$ cat config.mk
export PLATFORM = sky130hd
export DESIGN_NAME = lpg_top
export DESIGN_NICKNAME = d
export VERILOG_FILES = /design/src/design/lpg_pkg.sv /design/src/design/lpg_chk_if.sv /design/src/design/lpg_checker.sv /design/src/design/lpg_top.sv
export VERILOG_INCLUDE_DIRS = /design/src /design/src/design
export SDC_FILE = /design/constraint.sdc
export NUM_CORES = 2
export LEC_CHECK = 0
export BUFFER_PORTS_ARGS = -buffer_cell sky130_fd_sc_hd__buf_2
export CAP_MARGIN = 0
export CORE_ASPECT_RATIO = 0.6
export CORE_UTILIZATION = 50
export CTS_CLUSTER_SIZE = 14
export DETAILED_ROUTE_END_ITERATION = 8
export PLACE_DENSITY = 0.67
export SKIP_LAST_GASP = 1
export SYNTH_ARGS = -nofsm -noshare
export SYNTH_HDL_FRONTEND = slang
export SYNTH_HIERARCHICAL = 1
export SYNTH_SLANG_ARGS = --single-unit
$ cat constraint.sdc
create_clock -name clk_i -period 9.3 [get_ports clk_i]
set_input_delay 1.395 -clock clk_i [delete_from_list [all_inputs] [get_ports clk_i]]
set_output_delay 1.395 -clock clk_i [all_outputs]
set_load 0.01 [all_outputs]
$ cat src/design/lpg_map.svh
// register map, field positions and reset values of the lane self-test block
`ifndef LPG_MAP_SVH
`define LPG_MAP_SVH

// byte offsets on the register bus
`define LPG_OFS_MODE 8'h30
`define LPG_OFS_GEN  8'h34
`define LPG_OFS_UDP  8'h38
`define LPG_OFS_INSW 8'h3C
`define LPG_OFS_ENLO 8'h40
`define LPG_OFS_IDLY 8'h44
`define LPG_OFS_CAL  8'h48
`define LPG_OFS_CHK  8'h4C

// writable bits; all others are reserved and read zero, except CAL bits 15:0, which read the checker error count
`define LPG_MSK_MODE 32'hFFFD3800
`define LPG_MSK_GEN  32'h7803FFFF
`define LPG_MSK_FULL 32'hFFFFFFFF
`define LPG_MSK_IDLY 32'h0FFFFFFF
`define LPG_MSK_CAL  32'h20FF0000
`define LPG_MSK_CHK  32'h00000003
`define LPG_RST_WORD 32'h00000000

// lane_selftest_mode_cfg fields
`define LPG_M_PRE0L  31:24
`define LPG_M_RXCKEN 23
`define LPG_M_TXCKEN 22
`define LPG_M_PRBS   20:19
`define LPG_M_KIND   18
`define LPG_M_BYTE   16
`define LPG_M_AGAIN  13:12
`define LPG_M_ADIS   11

// lane_generator_ctrl fields
`define LPG_G_ICNT   30:28
`define LPG_G_PRE    27
`define LPG_G_PRE1   17:8
`define LPG_G_EN     7
`define LPG_G_DBL    6
`define LPG_G_RSTN   5
`define LPG_G_ISZ    4:2
`define LPG_G_PRE0H  1:0

// split fields of the pattern words
`define LPG_I_INSL   31:8
`define LPG_I_UDPH   7:0
`define LPG_E_LOW    31:16
`define LPG_E_INSH   15:0
`define LPG_D_DELAY  27:16
`define LPG_D_HIGH   15:0
`define LPG_C_LATCH  29
`define LPG_C_DATA   23:17
`define LPG_C_EN     16
`define LPG_C_ERR    15:0
`define LPG_K_EN     0
`define LPG_K_CLR    1

// generator constants
`define LPG_PRBS_SEED 31'h7FFFFFFF
`define LPG_PRBS_WARM 3'h4
`define LPG_INS_MAXLEN 3'h4

`endif

$ cat src/design/lpg_pkg.sv
// types and shared functions of the lane self-test block
`default_nettype none
package lpg_pkg;

  typedef enum logic [1:0] {
    LPG_CHK_IDLE = 2'b00,
    LPG_CHK_WAIT = 2'b01,
    LPG_CHK_RUN  = 2'b10
  } lpg_chk_state_type;

  typedef enum logic [1:0] {
    LPG_OE_IDLE = 2'b00,
    LPG_OE_LOW  = 2'b01,
    LPG_OE_HIGH = 2'b10
  } lpg_oe_state_type;

  // feedback bit of PRBS7/15/23/31, Fibonacci form
  function automatic logic lpg_prbs_fb(input logic [30:0] s,
                                       input logic [1:0]  sel);
    case (sel)
      2'h0:    lpg_prbs_fb = s[6] ^ s[5];
      2'h1:    lpg_prbs_fb = s[14] ^ s[13];
      2'h2:    lpg_prbs_fb = s[22] ^ s[17];
      default: lpg_prbs_fb = s[30] ^ s[27];
    endcase
  endfunction : lpg_prbs_fb

  // one 10-bit unit, or one 8-bit unit zero-extended in byte mode
  function automatic logic [9:0] lpg_slice(input logic [39:0] w,
                                           input logic [2:0]  idx,
                                           input logic        byt);
    if (byt) begin
      lpg_slice = {2'h0, w[idx*8 +: 8]};
    end else begin
      lpg_slice = w[idx*10 +: 10];
    end
  endfunction : lpg_slice

endpackage : lpg_pkg
`default_nettype wire

$ cat src/design/lpg_chk_if.sv
// signals between the register side and the pattern checker
`timescale 1ns/100ps
`default_nettype none
interface lpg_chk_if;
  logic        byte_mode;
  logic        dbl;
  logic        kind;
  logic [1:0]  prbs_sel;
  logic [39:0] udp;
  logic        enable;
  logic        clear;
  logic [19:0] rx_data;
  logic        rx_valid;
  logic [15:0] err_cnt;
  logic        active;

  modport host(output byte_mode, dbl, kind, prbs_sel, udp, enable, clear,
               output rx_data, rx_valid, input err_cnt, active);
  modport chk(input byte_mode, dbl, kind, prbs_sel, udp, enable, clear,
              input rx_data, rx_valid, output err_cnt, active);
endinterface : lpg_chk_if
`default_nettype wire

$ cat src/design/lpg_checker.sv
// receive pattern checker with its control block and error counter
`timescale 1ns/100ps
`default_nettype none
`include "lpg_map.svh"
module lpg_checker
  import lpg_pkg::*;
(
  // clock and reset
  input  wire logic clk_i,
  input  wire logic rst_i,
  // register side
  lpg_chk_if.chk    bus
);

  lpg_chk_state_type state_ff;
  lpg_chk_state_type nxt_state;
  logic [30:0]       lfsr_ff;
  logic [30:0]       nxt_lfsr;
  logic [2:0]        idx_ff;
  logic [2:0]        nxt_idx;
  logic [2:0]        warm_ff;
  logic [15:0]       err_ff;
  logic              mism;
  logic [9:0]        unit;
  logic [9:0]        expv;

  ////////////////////////////////////////////////////////////////////////
  // compare one received word; the lfsr reloads from received bits
  always_comb begin
    mism     = 1'b0;
    nxt_lfsr = lfsr_ff;
    nxt_idx  = idx_ff;
    unit     = '0;
    expv     = '0;
    for (int u = 0; u < 2; u++) begin
      if (u == 0 || bus.dbl) begin
        unit = lpg_slice({20'h0, bus.rx_data}, 3'(u), bus.byte_mode);
        if (!bus.kind) begin
          // k flag taken as zero in byte mode
          expv = lpg_slice(bus.udp, nxt_idx, bus.byte_mode);
          mism = mism | (expv != unit);
          if (nxt_idx == (bus.byte_mode ? 3'h4 : 3'h3)) begin
            nxt_idx = 3'h0;
          end else begin
            nxt_idx = nxt_idx + 3'h1;
          end
        end else begin
          for (int b = 0; b < 10; b++) begin
            if (b < (bus.byte_mode ? 8 : 10)) begin
              mism = mism | (lpg_prbs_fb(nxt_lfsr, bus.prbs_sel) != unit[b]);
              nxt_lfsr = {nxt_lfsr[29:0], unit[b]};
            end
          end
        end
      end
    end
  end

  ////////////////////////////////////////////////////////////////////////
  // control block: arms on enable; PRBS runs after LPG_PRBS_WARM valid words, the user pattern runs at once
  always_comb begin
    nxt_state = state_ff;
    case (state_ff)
      LPG_CHK_IDLE: begin
        if (bus.enable) begin
          nxt_state = bus.kind ? LPG_CHK_WAIT : LPG_CHK_RUN;
        end
      end
      LPG_CHK_WAIT: begin
        if (!bus.enable) begin
          nxt_state = LPG_CHK_IDLE;
        end else if (bus.rx_valid && warm_ff == `LPG_PRBS_WARM - 3'h1) begin
          nxt_state = LPG_CHK_RUN;
        end
      end
      LPG_CHK_RUN: begin
        if (!bus.enable) begin
          nxt_state = LPG_CHK_IDLE;
        end
      end
      default: nxt_state = LPG_CHK_IDLE;
    endcase
  end

  always_ff @(posedge clk_i) begin
    if (rst_i) begin
      state_ff <= LPG_CHK_IDLE;
      warm_ff  <= 3'h0;
    end else begin
      state_ff <= nxt_state;
      if (state_ff != LPG_CHK_WAIT) begin
        warm_ff <= 3'h0;
      end else if (bus.rx_valid) begin
        warm_ff <= warm_ff + 3'h1;
      end
    end
  end

  always_ff @(posedge clk_i) begin
    if (rst_i) begin
      lfsr_ff <= `LPG_PRBS_SEED;
      idx_ff  <= 3'h0;
    end else if (state_ff == LPG_CHK_IDLE) begin
      idx_ff <= 3'h0;
    end else if (bus.rx_valid) begin
      lfsr_ff <= nxt_lfsr;
      idx_ff  <= nxt_idx;
    end
  end

  ////////////////////////////////////////////////////////////////////////
  // error counter; clear acts directly, whatever the control state
  always_ff @(posedge clk_i) begin
    if (rst_i || bus.clear) begin
      err_ff <= 16'h0000;
    end else if (state_ff == LPG_CHK_RUN && bus.rx_valid && mism &&
                 err_ff != 16'hFFFF) begin
      err_ff <= err_ff + 16'h0001;
    end
  end

  assign bus.err_cnt = err_ff;
  assign bus.active  = (state_ff == LPG_CHK_RUN);

endmodule : lpg_checker
`default_nettype wire

$ cat src/design/lpg_top.sv
// lane pattern generator and checker with its register file
//
// The Wishbone slave port is this design's own decision.
`timescale 1ns/100ps
`default_nettype none
`include "lpg_map.svh"
module lpg_top
  import lpg_pkg::*;
(
  // clock and reset
  input  wire logic        clk_i,
  input  wire logic        rst_i,
  // wishbone slave
  input  wire logic        wb_cyc_i,
  input  wire logic        wb_stb_i,
  input  wire logic        wb_we_i,
  input  wire logic [7:0]  wb_adr_i,
  input  wire logic [3:0]  wb_sel_i,
  input  wire logic [31:0] wb_dat_i,
  output logic      [31:0] wb_dat_o,
  output logic             wb_ack_o,
  // generator stream
  output logic      [19:0] gen_data_o,
  output logic      [1:0]  gen_k_o,
  output logic             gen_oe_o,
  output logic             gen_active_o,
  output logic             tx_bist_clk_en_o,
  // receive stream to check
  input  wire logic [19:0] rx_data_i,
  input  wire logic        rx_valid_i,
  output logic             chk_active_o,
  output logic             rx_bist_clk_en_o,
  // calibration overrides
  input  wire logic [1:0]  att_gain_auto_i,
  output logic      [1:0]  att_gain_o,
  input  wire logic [6:0]  cal_data_i,
  input  wire logic        cal_latch_i,
  output logic      [6:0]  cal_data_o,
  output logic             cal_latch_o,
  output logic             cal_ovr_en_o
);

  logic [31:0]      mode_ff;
  logic [31:0]      gen_ff;
  logic [31:0]      udp_ff;
  logic [31:0]      insw_ff;
  logic [31:0]      enlo_ff;
  logic [31:0]      idly_ff;
  logic [31:0]      cal_ff;
  logic [31:0]      chk_ff;
  logic             ack_ff;
  logic [31:0]      rdat_ff;
  logic [31:0]      nxt_rdat;
  logic             wr_en;
  lpg_chk_if        chk_bus ();

  // byte-lane merge with the writable mask
  function automatic logic [31:0] wb_merge(input logic [31:0] old,
                                           input logic [31:0] msk);
    logic [31:0] v;
    v = old;
    for (int i = 0; i < 4; i++) begin
      if (wb_sel_i[i]) begin
        v[i*8 +: 8] = wb_dat_i[i*8 +: 8];
      end
    end
    wb_merge = v & msk;
  endfunction : wb_merge

  ////////////////////////////////////////////////////////////////////////
  // bus slave: ack one cycle after the request, write on the ack edge
  assign wr_en = wb_cyc_i & wb_stb_i & wb_we_i & ack_ff;

  always_ff @(posedge clk_i) begin
    if (rst_i) begin
      ack_ff <= 1'b0;
    end else begin
      ack_ff <= wb_cyc_i & wb_stb_i & ~ack_ff;
    end
  end

  always_comb begin
    if (wb_adr_i == `LPG_OFS_MODE) begin
      nxt_rdat = mode_ff;
    end else if (wb_adr_i == `LPG_OFS_GEN) begin
      nxt_rdat = gen_ff;
    end else if (wb_adr_i == `LPG_OFS_UDP) begin
      nxt_rdat = udp_ff;
    end else if (wb_adr_i == `LPG_OFS_INSW) begin
      nxt_rdat = insw_ff;
    end else if (wb_adr_i == `LPG_OFS_ENLO) begin
      nxt_rdat = enlo_ff;
    end else if (wb_adr_i == `LPG_OFS_IDLY) begin
      nxt_rdat = idly_ff;
    end else if (wb_adr_i == `LPG_OFS_CAL) begin
      nxt_rdat = {cal_ff[31:16], chk_bus.err_cnt};
    end else if (wb_adr_i == `LPG_OFS_CHK) begin
      nxt_rdat = chk_ff;
    end else begin
      // unmapped: acknowledged, reads zero
      nxt_rdat = 32'h00000000;
    end
  end

  always_ff @(posedge clk_i) begin
    if (rst_i) begin
      rdat_ff <= 32'h00000000;
    end else if (wb_cyc_i && wb_stb_i && !ack_ff) begin
      rdat_ff <= nxt_rdat;
    end
  end

  always_ff @(posedge clk_i) begin
    if (rst_i) begin
      mode_ff <= `LPG_RST_WORD;
      gen_ff  <= `LPG_RST_WORD;
      udp_ff  <= `LPG_RST_WORD;
      insw_ff <= `LPG_RST_WORD;
      enlo_ff <= `LPG_RST_WORD;
      idly_ff <= `LPG_RST_WORD;
      cal_ff  <= `LPG_RST_WORD;
      chk_ff  <= `LPG_RST_WORD;
    end else if (wr_en) begin
      if (wb_adr_i == `LPG_OFS_MODE) begin
        mode_ff <= wb_merge(mode_ff, `LPG_MSK_MODE);
      end else if (wb_adr_i == `LPG_OFS_GEN) begin
        gen_ff <= wb_merge(gen_ff, `LPG_MSK_GEN);
      end else if (wb_adr_i == `LPG_OFS_UDP) begin
        udp_ff <= wb_merge(udp_ff, `LPG_MSK_FULL);
      end else if (wb_adr_i == `LPG_OFS_INSW) begin
        insw_ff <= wb_merge(insw_ff, `LPG_MSK_FULL);
      end else if (wb_adr_i == `LPG_OFS_ENLO) begin
        enlo_ff <= wb_merge(enlo_ff, `LPG_MSK_FULL);
      end else if (wb_adr_i == `LPG_OFS_IDLY) begin
        idly_ff <= wb_merge(idly_ff, `LPG_MSK_IDLY);
      end else if (wb_adr_i == `LPG_OFS_CAL) begin
        cal_ff <= wb_merge(cal_ff, `LPG_MSK_CAL);
      end else if (wb_adr_i == `LPG_OFS_CHK) begin
        chk_ff <= wb_merge(chk_ff, `LPG_MSK_CHK);
      end
    end
  end

  ////////////////////////////////////////////////////////////////////////
  // generator fields
  logic        byte_mode;
  logic        dbl;
  logic        run;
  logic        gen_rst;
  logic [39:0] ins_word;
  logic [9:0]  pre0;
  logic [9:0]  pre1;
  logic [2:0]  ins_len;
  logic [2:0]  ins_cnt;
  logic        ins_on;
  logic [4:0]  ins_total;

  assign byte_mode = mode_ff[`LPG_M_BYTE];
  assign dbl       = gen_ff[`LPG_G_DBL];
  assign gen_rst   = rst_i | ~gen_ff[`LPG_G_RSTN];
  assign run       = gen_ff[`LPG_G_EN];
  assign ins_word  = {enlo_ff[`LPG_E_INSH], insw_ff[`LPG_I_INSL]};
  assign pre0      = {gen_ff[`LPG_G_PRE0H], mode_ff[`LPG_M_PRE0L]};
  assign pre1      = gen_ff[`LPG_G_PRE1];
  assign ins_len   = gen_ff[`LPG_G_ISZ];
  assign ins_cnt   = gen_ff[`LPG_G_ICNT];
  // codes above four are treated as no insertion
  assign ins_on    = ins_cnt != 3'h0 && ins_len != 3'h0 &&
                     ins_len <= `LPG_INS_MAXLEN;
  assign ins_total = {2'h0, ins_cnt} * {2'h0, ins_len};

  // generator state
  logic [30:0]      lfsr_ff;
  logic [30:0]      nxt_lfsr;
  logic             pre_sel_ff;
  logic             nxt_pre_sel;
  logic [4:0]       left_ff;
  logic [4:0]       nxt_left;
  logic [2:0]       idx_ff;
  logic [2:0]       nxt_idx;
  logic [11:0]      gap_ff;
  logic [11:0]      nxt_gap;
  logic [1:0][9:0]  unit_v;
  logic [19:0]      nxt_data;
  logic [1:0]       nxt_k;

  ////////////////////////////////////////////////////////////////////////
  // per unit: insertion first, then preamble or PRBS data
  always_comb begin
    nxt_lfsr    = lfsr_ff;
    nxt_pre_sel = pre_sel_ff;
    nxt_left    = left_ff;
    nxt_idx     = idx_ff;
    nxt_gap     = gap_ff;
    unit_v      = '0;
    for (int u = 0; u < 2; u++) begin
      if (u == 0 || dbl) begin
        if (nxt_left != 5'h0) begin
          unit_v[u] = lpg_slice(ins_word, nxt_idx, 1'b0);
          nxt_left  = nxt_left - 5'h1;
          nxt_idx   = (nxt_idx == ins_len - 3'h1) ? 3'h0 : nxt_idx + 3'h1;
        end else if (ins_on && nxt_gap >= idly_ff[`LPG_D_DELAY]) begin
          unit_v[u] = lpg_slice(ins_word, 3'h0, 1'b0);
          nxt_left  = ins_total - 5'h1;
          nxt_idx   = (ins_len == 3'h1) ? 3'h0 : 3'h1;
          nxt_gap   = 12'h000;
        end else begin
          if (nxt_gap != 12'hFFF) begin
            nxt_gap = nxt_gap + 12'h001;
          end
          if (gen_ff[`LPG_G_PRE]) begin
            unit_v[u]   = nxt_pre_sel ? pre1 : pre0;
            nxt_pre_sel = ~nxt_pre_sel;
          end else begin
            for (int b = 0; b < 10; b++) begin
              if (b < (byte_mode ? 8 : 10)) begin
                unit_v[u][b] = lpg_prbs_fb(nxt_lfsr, mode_ff[`LPG_M_PRBS]);
                nxt_lfsr = {nxt_lfsr[29:0], unit_v[u][b]};
              end
            end
          end
        end
      end
    end
    // byte mode packs two bytes, bit 8 of each unit is its K flag
    if (byte_mode) begin
      nxt_data = {4'h0, unit_v[1][7:0], unit_v[0][7:0]};
      nxt_k    = {unit_v[1][8], unit_v[0][8]};
    end else begin
      nxt_data = {unit_v[1], unit_v[0]};
      nxt_k    = 2'h0;
    end
  end

  always_ff @(posedge clk_i) begin
    if (gen_rst) begin
      lfsr_ff    <= `LPG_PRBS_SEED;
      pre_sel_ff <= 1'b0;
      left_ff    <= 5'h00;
      idx_ff     <= 3'h0;
      gap_ff     <= 12'h000;
    end else if (run) begin
      lfsr_ff    <= nxt_lfsr;
      pre_sel_ff <= nxt_pre_sel;
      left_ff    <= nxt_left;
      idx_ff     <= nxt_idx;
      gap_ff     <= nxt_gap;
    end
  end

  ////////////////////////////////////////////////////////////////////////
  // output enable pattern; the counter includes the current word
  lpg_oe_state_type oe_state_ff;
  lpg_oe_state_type nxt_oe_state;
  logic [15:0]      oe_cnt_ff;
  logic [15:0]      nxt_oe_cnt;
  logic [15:0]      en_low;
  logic [15:0]      en_high;

  assign en_low  = enlo_ff[`LPG_E_LOW];
  assign en_high = idly_ff[`LPG_D_HIGH];

  always_comb begin
    nxt_oe_state = oe_state_ff;
    nxt_oe_cnt   = oe_cnt_ff;
    case (oe_state_ff)
      LPG_OE_IDLE: begin
        if (en_low == 16'h0000) begin
          nxt_oe_state = LPG_OE_HIGH;
        end else begin
          nxt_oe_state = LPG_OE_LOW;
        end
        nxt_oe_cnt = 16'h0001;
      end
      LPG_OE_LOW: begin
        if (oe_cnt_ff < en_low) begin
          nxt_oe_cnt = oe_cnt_ff + 16'h0001;
        end else begin
          // a zero high period goes straight back to low
          nxt_oe_state = (en_high == 16'h0000) ? LPG_OE_LOW : LPG_OE_HIGH;
          nxt_oe_cnt   = 16'h0001;
        end
      end
      LPG_OE_HIGH: begin
        if (en_low == 16'h0000) begin
          nxt_oe_cnt = 16'h0001;
        end else if (oe_cnt_ff >= en_high) begin
          nxt_oe_state = LPG_OE_LOW;
          nxt_oe_cnt   = 16'h0001;
        end else begin
          nxt_oe_cnt = oe_cnt_ff + 16'h0001;
        end
      end
      default: nxt_oe_state = LPG_OE_IDLE;
    endcase
  end

  always_ff @(posedge clk_i) begin
    if (gen_rst || !run) begin
      oe_state_ff <= LPG_OE_IDLE;
      oe_cnt_ff   <= 16'h0000;
    end else begin
      oe_state_ff <= nxt_oe_state;
      oe_cnt_ff   <= nxt_oe_cnt;
    end
  end

  // stream outputs; idle generator drives zeros
  always_ff @(posedge clk_i) begin
    if (gen_rst || !run) begin
      gen_data_o   <= 20'h00000;
      gen_k_o      <= 2'h0;
      gen_oe_o     <= 1'b0;
      gen_active_o <= 1'b0;
    end else begin
      gen_data_o   <= nxt_data;
      gen_k_o      <= nxt_k;
      gen_oe_o     <= (nxt_oe_state == LPG_OE_HIGH);
      gen_active_o <= 1'b1;
    end
  end

  ////////////////////////////////////////////////////////////////////////
  // checker
  assign chk_bus.byte_mode = byte_mode;
  assign chk_bus.dbl       = dbl;
  assign chk_bus.kind      = mode_ff[`LPG_M_KIND];
  assign chk_bus.prbs_sel  = mode_ff[`LPG_M_PRBS];
  assign chk_bus.udp       = {insw_ff[`LPG_I_UDPH], udp_ff};
  assign chk_bus.enable    = chk_ff[`LPG_K_EN];
  assign chk_bus.clear     = chk_ff[`LPG_K_CLR];
  assign chk_bus.rx_data   = rx_data_i;
  assign chk_bus.rx_valid  = rx_valid_i;

  lpg_checker u_checker (
    .clk_i (clk_i),
    .rst_i (rst_i),
    .bus   (chk_bus.chk)
  );

  ////////////////////////////////////////////////////////////////////////
  // calibration overrides and misc registered outputs
  always_ff @(posedge clk_i) begin
    if (rst_i) begin
      att_gain_o       <= 2'h0;
      cal_data_o       <= 7'h00;
      cal_latch_o      <= 1'b0;
      cal_ovr_en_o     <= 1'b0;
      chk_active_o     <= 1'b0;
      tx_bist_clk_en_o <= 1'b0;
      rx_bist_clk_en_o <= 1'b0;
    end else begin
      att_gain_o <= mode_ff[`LPG_M_ADIS] ? mode_ff[`LPG_M_AGAIN]
                                         : att_gain_auto_i;
      cal_ovr_en_o <= cal_ff[`LPG_C_EN];
      cal_data_o   <= cal_ff[`LPG_C_EN] ? cal_ff[`LPG_C_DATA]
                                        : cal_data_i;
      cal_latch_o  <= cal_ff[`LPG_C_EN] ? cal_ff[`LPG_C_LATCH]
                                        : cal_latch_i;
      chk_active_o     <= chk_bus.active;
      tx_bist_clk_en_o <= mode_ff[`LPG_M_TXCKEN];
      rx_bist_clk_en_o <= mode_ff[`LPG_M_RXCKEN];
    end
  end

  assign wb_ack_o = ack_ff;
  assign wb_dat_o = rdat_ff;

endmodule : lpg_top
`default_nettype wire

==> results list <==
- Largest cells by area after synthesis: sky130_fd_sc_hd__dfxtp_1, sky130_fd_sc_hd__mux2i_1, sky130_fd_sc_hd__mux4_2, sky130_fd_sc_hd__nor2_1, sky130_fd_sc_hd__a21oi_1
- Required time worst endpoint: about 9800 ps
- Post-Synthesis Cell Area: around 28000 um^2
- Worst IR drop on VDD: 0.120 mV
* Buffer count from post-CTS setup fixing: 0
- TritonCTS clock tree: yes
* Count of pins over their slew limit: 4
* Cell Count, Final, Fillers Out: 4182
- Fraction of layout cells with a size suffix above 1: 12.8%
- Yosys mapped the design onto 121 distinct sky130hd cell types.
- Vias: around 29000
- After routing, the total negative slack on setup checks comes to 0 ps.
- Yosys instantiated no cell more often than sky130_fd_sc_hd__nor2_1.
* Leakage power: 11.7 nW
- Post-CTS Hold Buffers: 0
* Count of nets left with antenna violations after detail routing: 0
* Post-synthesis instance total: 3419
- The Yosys step of the flow raised 6 warnings.
* Result of the run: complete, but fails checks
- First-pass detailed-route iteration total: 9
- Avg Inst Size Synth: 8.25 um^2
* Max cap viols: 1
- Proportion of synthesized chip area in sequential cells: 26.3%
- Final hold violation count: 0
- Across every metal layer, demand over resource in global routing totals about two fifths.
* X dimension of the die: between 300 and 400 um
- The startpoint identified for the worst hold timing path is wb_dat_o[23].
- Register-to-register setup slack: 2850 ps
- After detailed routing, the average wire length per cell comes to a little under 30 um.
* Library cell contributing the largest single delay on the critical path: sky130_fd_sc_hd__or3_1
* Sinks on the clock net: ~370
- The critical path goes through inv_1, ha_1, ha_1, or3_1, a21oi_1, a21o_1, nand2_1, nand2_1, inv_1, ha_1, o2111ai_1, o21ai_0, nand2_1, a21o_1, a21oi_2, buf_4, or3_1, a211oi_1, a21o_1, a221o_1.
* Hold Path Sink: wb_dat_o[23]
* Worst Setup End Kind: register
- R2r endpoint: lfsr_ff[16]
- Counting tap cells, the placed design contains a total of 4100 instances.
* Number of DRC markers in iteration 0: between 4000 and 5000
* Post-cts sizing count: 0
- Final worst path period share: a little over two thirds
- STA classifies the critical path startpoint as a register.
* Unrepaired setup endpoints after global routing: no
- Of all cell types, the one taking the most synthesized area is sky130_fd_sc_hd__dfxtp_1.
- Maximum fanout count along the critical path: 26
- Effective utilization at floorplan: around half
* EDFF count, synth: 0
- After clock tree synthesis, the clock-pin slew on the worst setup and hold paths is 60 ps.
* Pin count of the biggest net entering global routing: 84
- Async set-or-reset flop fraction in the synthesized netlist: 0%
- Input and output buffers added on the ports amount to 150.
- For this run, the top clock speed supported by timing is roughly 0.16 GHz.
- NumNets Final: 3548
- # H-tree levels: 2
- The die is 186 um tall.
* Nets in the synthesized netlist: 3583
* Portion of synthesized cell area occupied by the leading cell type: 26.3%
* Final-layout fill cell count: 5150
- Total wire length after detailed routing: 124000 um
- Cells on worst reg2reg path: 20
- Crit path time final: 6450 ps
- Critical path's top delay family: compound AO/OA/AOI/OAI gates
- Prevailing post-synth register cell: sky130_fd_sc_hd__dfxtp_1
- The first global-routing pass estimated 176000 um of wire.
- At the end of routability-driven placement, the weighted congestion stood at 1.07.
* Largest incremental delay on the critical path: 930 ps
- The commonest cells after synthesis are sky130_fd_sc_hd__nor2_1, sky130_fd_sc_hd__dfxtp_1, sky130_fd_sc_hd__mux2i_1.
* Number of I/O pins: between 150 and 200
- Worst Max-Slew Pin Slew: 1540 ps
* Final Setup Violations: 0
- CTS placed an instance of sky130_fd_sc_hd__clkbuf_16 at the clock tree root.
- After detailed routing, the number of remaining DRC violations is 0.
* Total core area: 55700 um^2
* Synth-to-Final Area Change: 7.96%
- For the worst-skew pair, the clock arrives at the later sink with an insertion delay of 630 ps.
- Buffers inserted during clock tree synthesis total 41.
- The worst setup path is of the reg2reg kind.
- The final reports fail on max-capacitance violations, max-slew violations.
- Number of rows in the core area: 67
* Worst-case headroom to the max-slew limit: -3.75%
* #FFs+latches synth: around 370
* Final global-route overflow total: 0
* Class of the tightest hold or removal check: reg2reg
- Antenna violations before repair: 8
* Startpoint of the worst register-to-register path: gen_ff[2]
- Final cell utilization of the core: between 50% and 60%
- Counting instances, the worst hold path has a depth of 2.
* Final Power: 3.60 mW
- Full die area: 57400 um^2
- Fin Clk Skew: 44.9 ps
- The number of global-route vias before repair is 25100.
- Signal arrival time at the worst endpoint: a little under 7000 ps
* Number of buffers on the longest clock path: 3
- DP Wirelength: roughly 94000 um
* Crit path buf inv count: 3
- Power Density: 118 nW/um^2
- Ratio of routed vias to standard cells: 6.87
worst register-to-register path, cell delays in order (launching register included):
cell	delay, ps
sky130_fd_sc_hd__dfxtp_1	480
sky130_fd_sc_hd__inv_1	140
sky130_fd_sc_hd__ha_1	240
sky130_fd_sc_hd__ha_1	180
sky130_fd_sc_hd__or3_1	540
sky130_fd_sc_hd__a21oi_1	410
sky130_fd_sc_hd__a21o_1	770
sky130_fd_sc_hd__nand2_1	420
sky130_fd_sc_hd__nand2_1	250
sky130_fd_sc_hd__inv_1	70
sky130_fd_sc_hd__ha_1	310
sky130_fd_sc_hd__o2111ai_1	100
sky130_fd_sc_hd__o21ai_0	240
sky130_fd_sc_hd__nand2_1	90
sky130_fd_sc_hd__a21o_1	180
sky130_fd_sc_hd__a21oi_2	130
sky130_fd_sc_hd__buf_4	290
sky130_fd_sc_hd__or3_1	940
sky130_fd_sc_hd__a211oi_1	100
sky130_fd_sc_hd__a21o_1	200
sky130_fd_sc_hd__a221o_1	280
routing by layer:
layer	routed length (um)	global-route usage (%)
met4	2640	8.00
met3	24200	22.7
met2	43500	49.8
met1	53300	62.3
met5	452	4.65
cell type report:
type,count,area (um^2),area share [%]
Antenna cell,6,15.0,0.0493
Clock buffer,52,1100,3.61
Clock inverter,24,314,1.03
Inverter,111,417,1.37
Multi-Input combinational cell,2658,19100,62.7
Sequential cell,371,7440,24.4
Tap cell,759,950,3.12
Timing Repair Buffer,201,1140,3.74
sequential cells by signal, summed over array words and instances, names as in the netlist, 7 cells and up:
signal                 count
cal_data_o                 7
cal_ff                     9
enlo_ff                   32
gap_ff                    12
gen_data_o                20
gen_ff                    22
idly_ff                   28
insw_ff                   32
lfsr_ff                   31
mode_ff                   18
oe_cnt_ff                 16
u_checker/bus.err_cnt     16
u_checker/lfsr_ff         31
udp_ff                    32
wb_dat_o                  32
worst max path at each step:
| stage | from | to | depth (start not counted) |
|---|---|---|---|
| 3_5_place_dp | gen_ff[2] | lfsr_ff[16] | 19 |
| 4_1_cts | gen_ff[2] | lfsr_ff[16] | 19 |
| 6_report | gen_ff[2] | lfsr_ff[16] | 20 |
| 5_1_grt | gen_ff[2] | lfsr_ff[27] | 20 |
| 3_3_place_gp | gen_ff[2] | lfsr_ff[16] | 19 |
| 2_1_floorplan | gap_ff[0] | left_ff[0] | 23 |
cells by family (layout without fill, tap and decap cells):
group                      after synthesis  in the layout  share of synthesized area, %
muxes                                  440            440                          19.1
adders and majority gates               84             84                          3.78
xor gates and xnor gates               221            221                          7.23
other                                    0              6                             0
and+or+nand+nor                       1091           1091                          17.9
buffers and inverters                  390            388                          6.11
AOI/OAI and AO/OA                      822            822                          19.6
DFF                                    371            371                          26.3
cells in the final DEF (no fill, tap or decap), types with 27 or more instances in the layout:
cell type                   count
sky130_fd_sc_hd__nor2b_1       28
sky130_fd_sc_hd__o21ai_0      146
sky130_fd_sc_hd__a21o_1        30
sky130_fd_sc_hd__o22ai_1       45
sky130_fd_sc_hd__clkbuf_16     42
sky130_fd_sc_hd__nor3_1        59
sky130_fd_sc_hd__a31oi_1       27
sky130_fd_sc_hd__mux4_2        67
sky130_fd_sc_hd__nor2_1       400
sky130_fd_sc_hd__ha_1          82
sky130_fd_sc_hd__xnor2_1      126
sky130_fd_sc_hd__o211ai_1      31
sky130_fd_sc_hd__a21oi_1      224
sky130_fd_sc_hd__nand2b_1      36
sky130_fd_sc_hd__buf_4         51
sky130_fd_sc_hd__nand3_1      107
sky130_fd_sc_hd__a221oi_1      44
sky130_fd_sc_hd__a211oi_1      44
sky130_fd_sc_hd__mux2i_1      334
sky130_fd_sc_hd__dfxtp_1      366
sky130_fd_sc_hd__buf_2        149
sky130_fd_sc_hd__a22oi_1       30
sky130_fd_sc_hd__xor2_1        86
sky130_fd_sc_hd__inv_1        100
sky130_fd_sc_hd__nand2_1      290
report_power, final:
group	internal (mW)	total, mW	switching [mW]
combinational	0.0626	0.211	0.148
clock	1.01	1.79	0.775
sequential	1.60	1.60	0.00622
total	2.67	3.60	0.930
metrics by stage:
step / worst slack (ps) / hold slack (ps) / cell area [um^2]
finish: 2850 / 460 / 30500
global route: 2620 / 479 / 30500
CTS: 3080 / 462 / 30400
detailed placement: 3090 / 445 / 29000
global placement: 3240 / 445 / 29000
floorplan: 4470 / 453 / 28200
No activity file was read; power rests on OpenSTA's default activity.
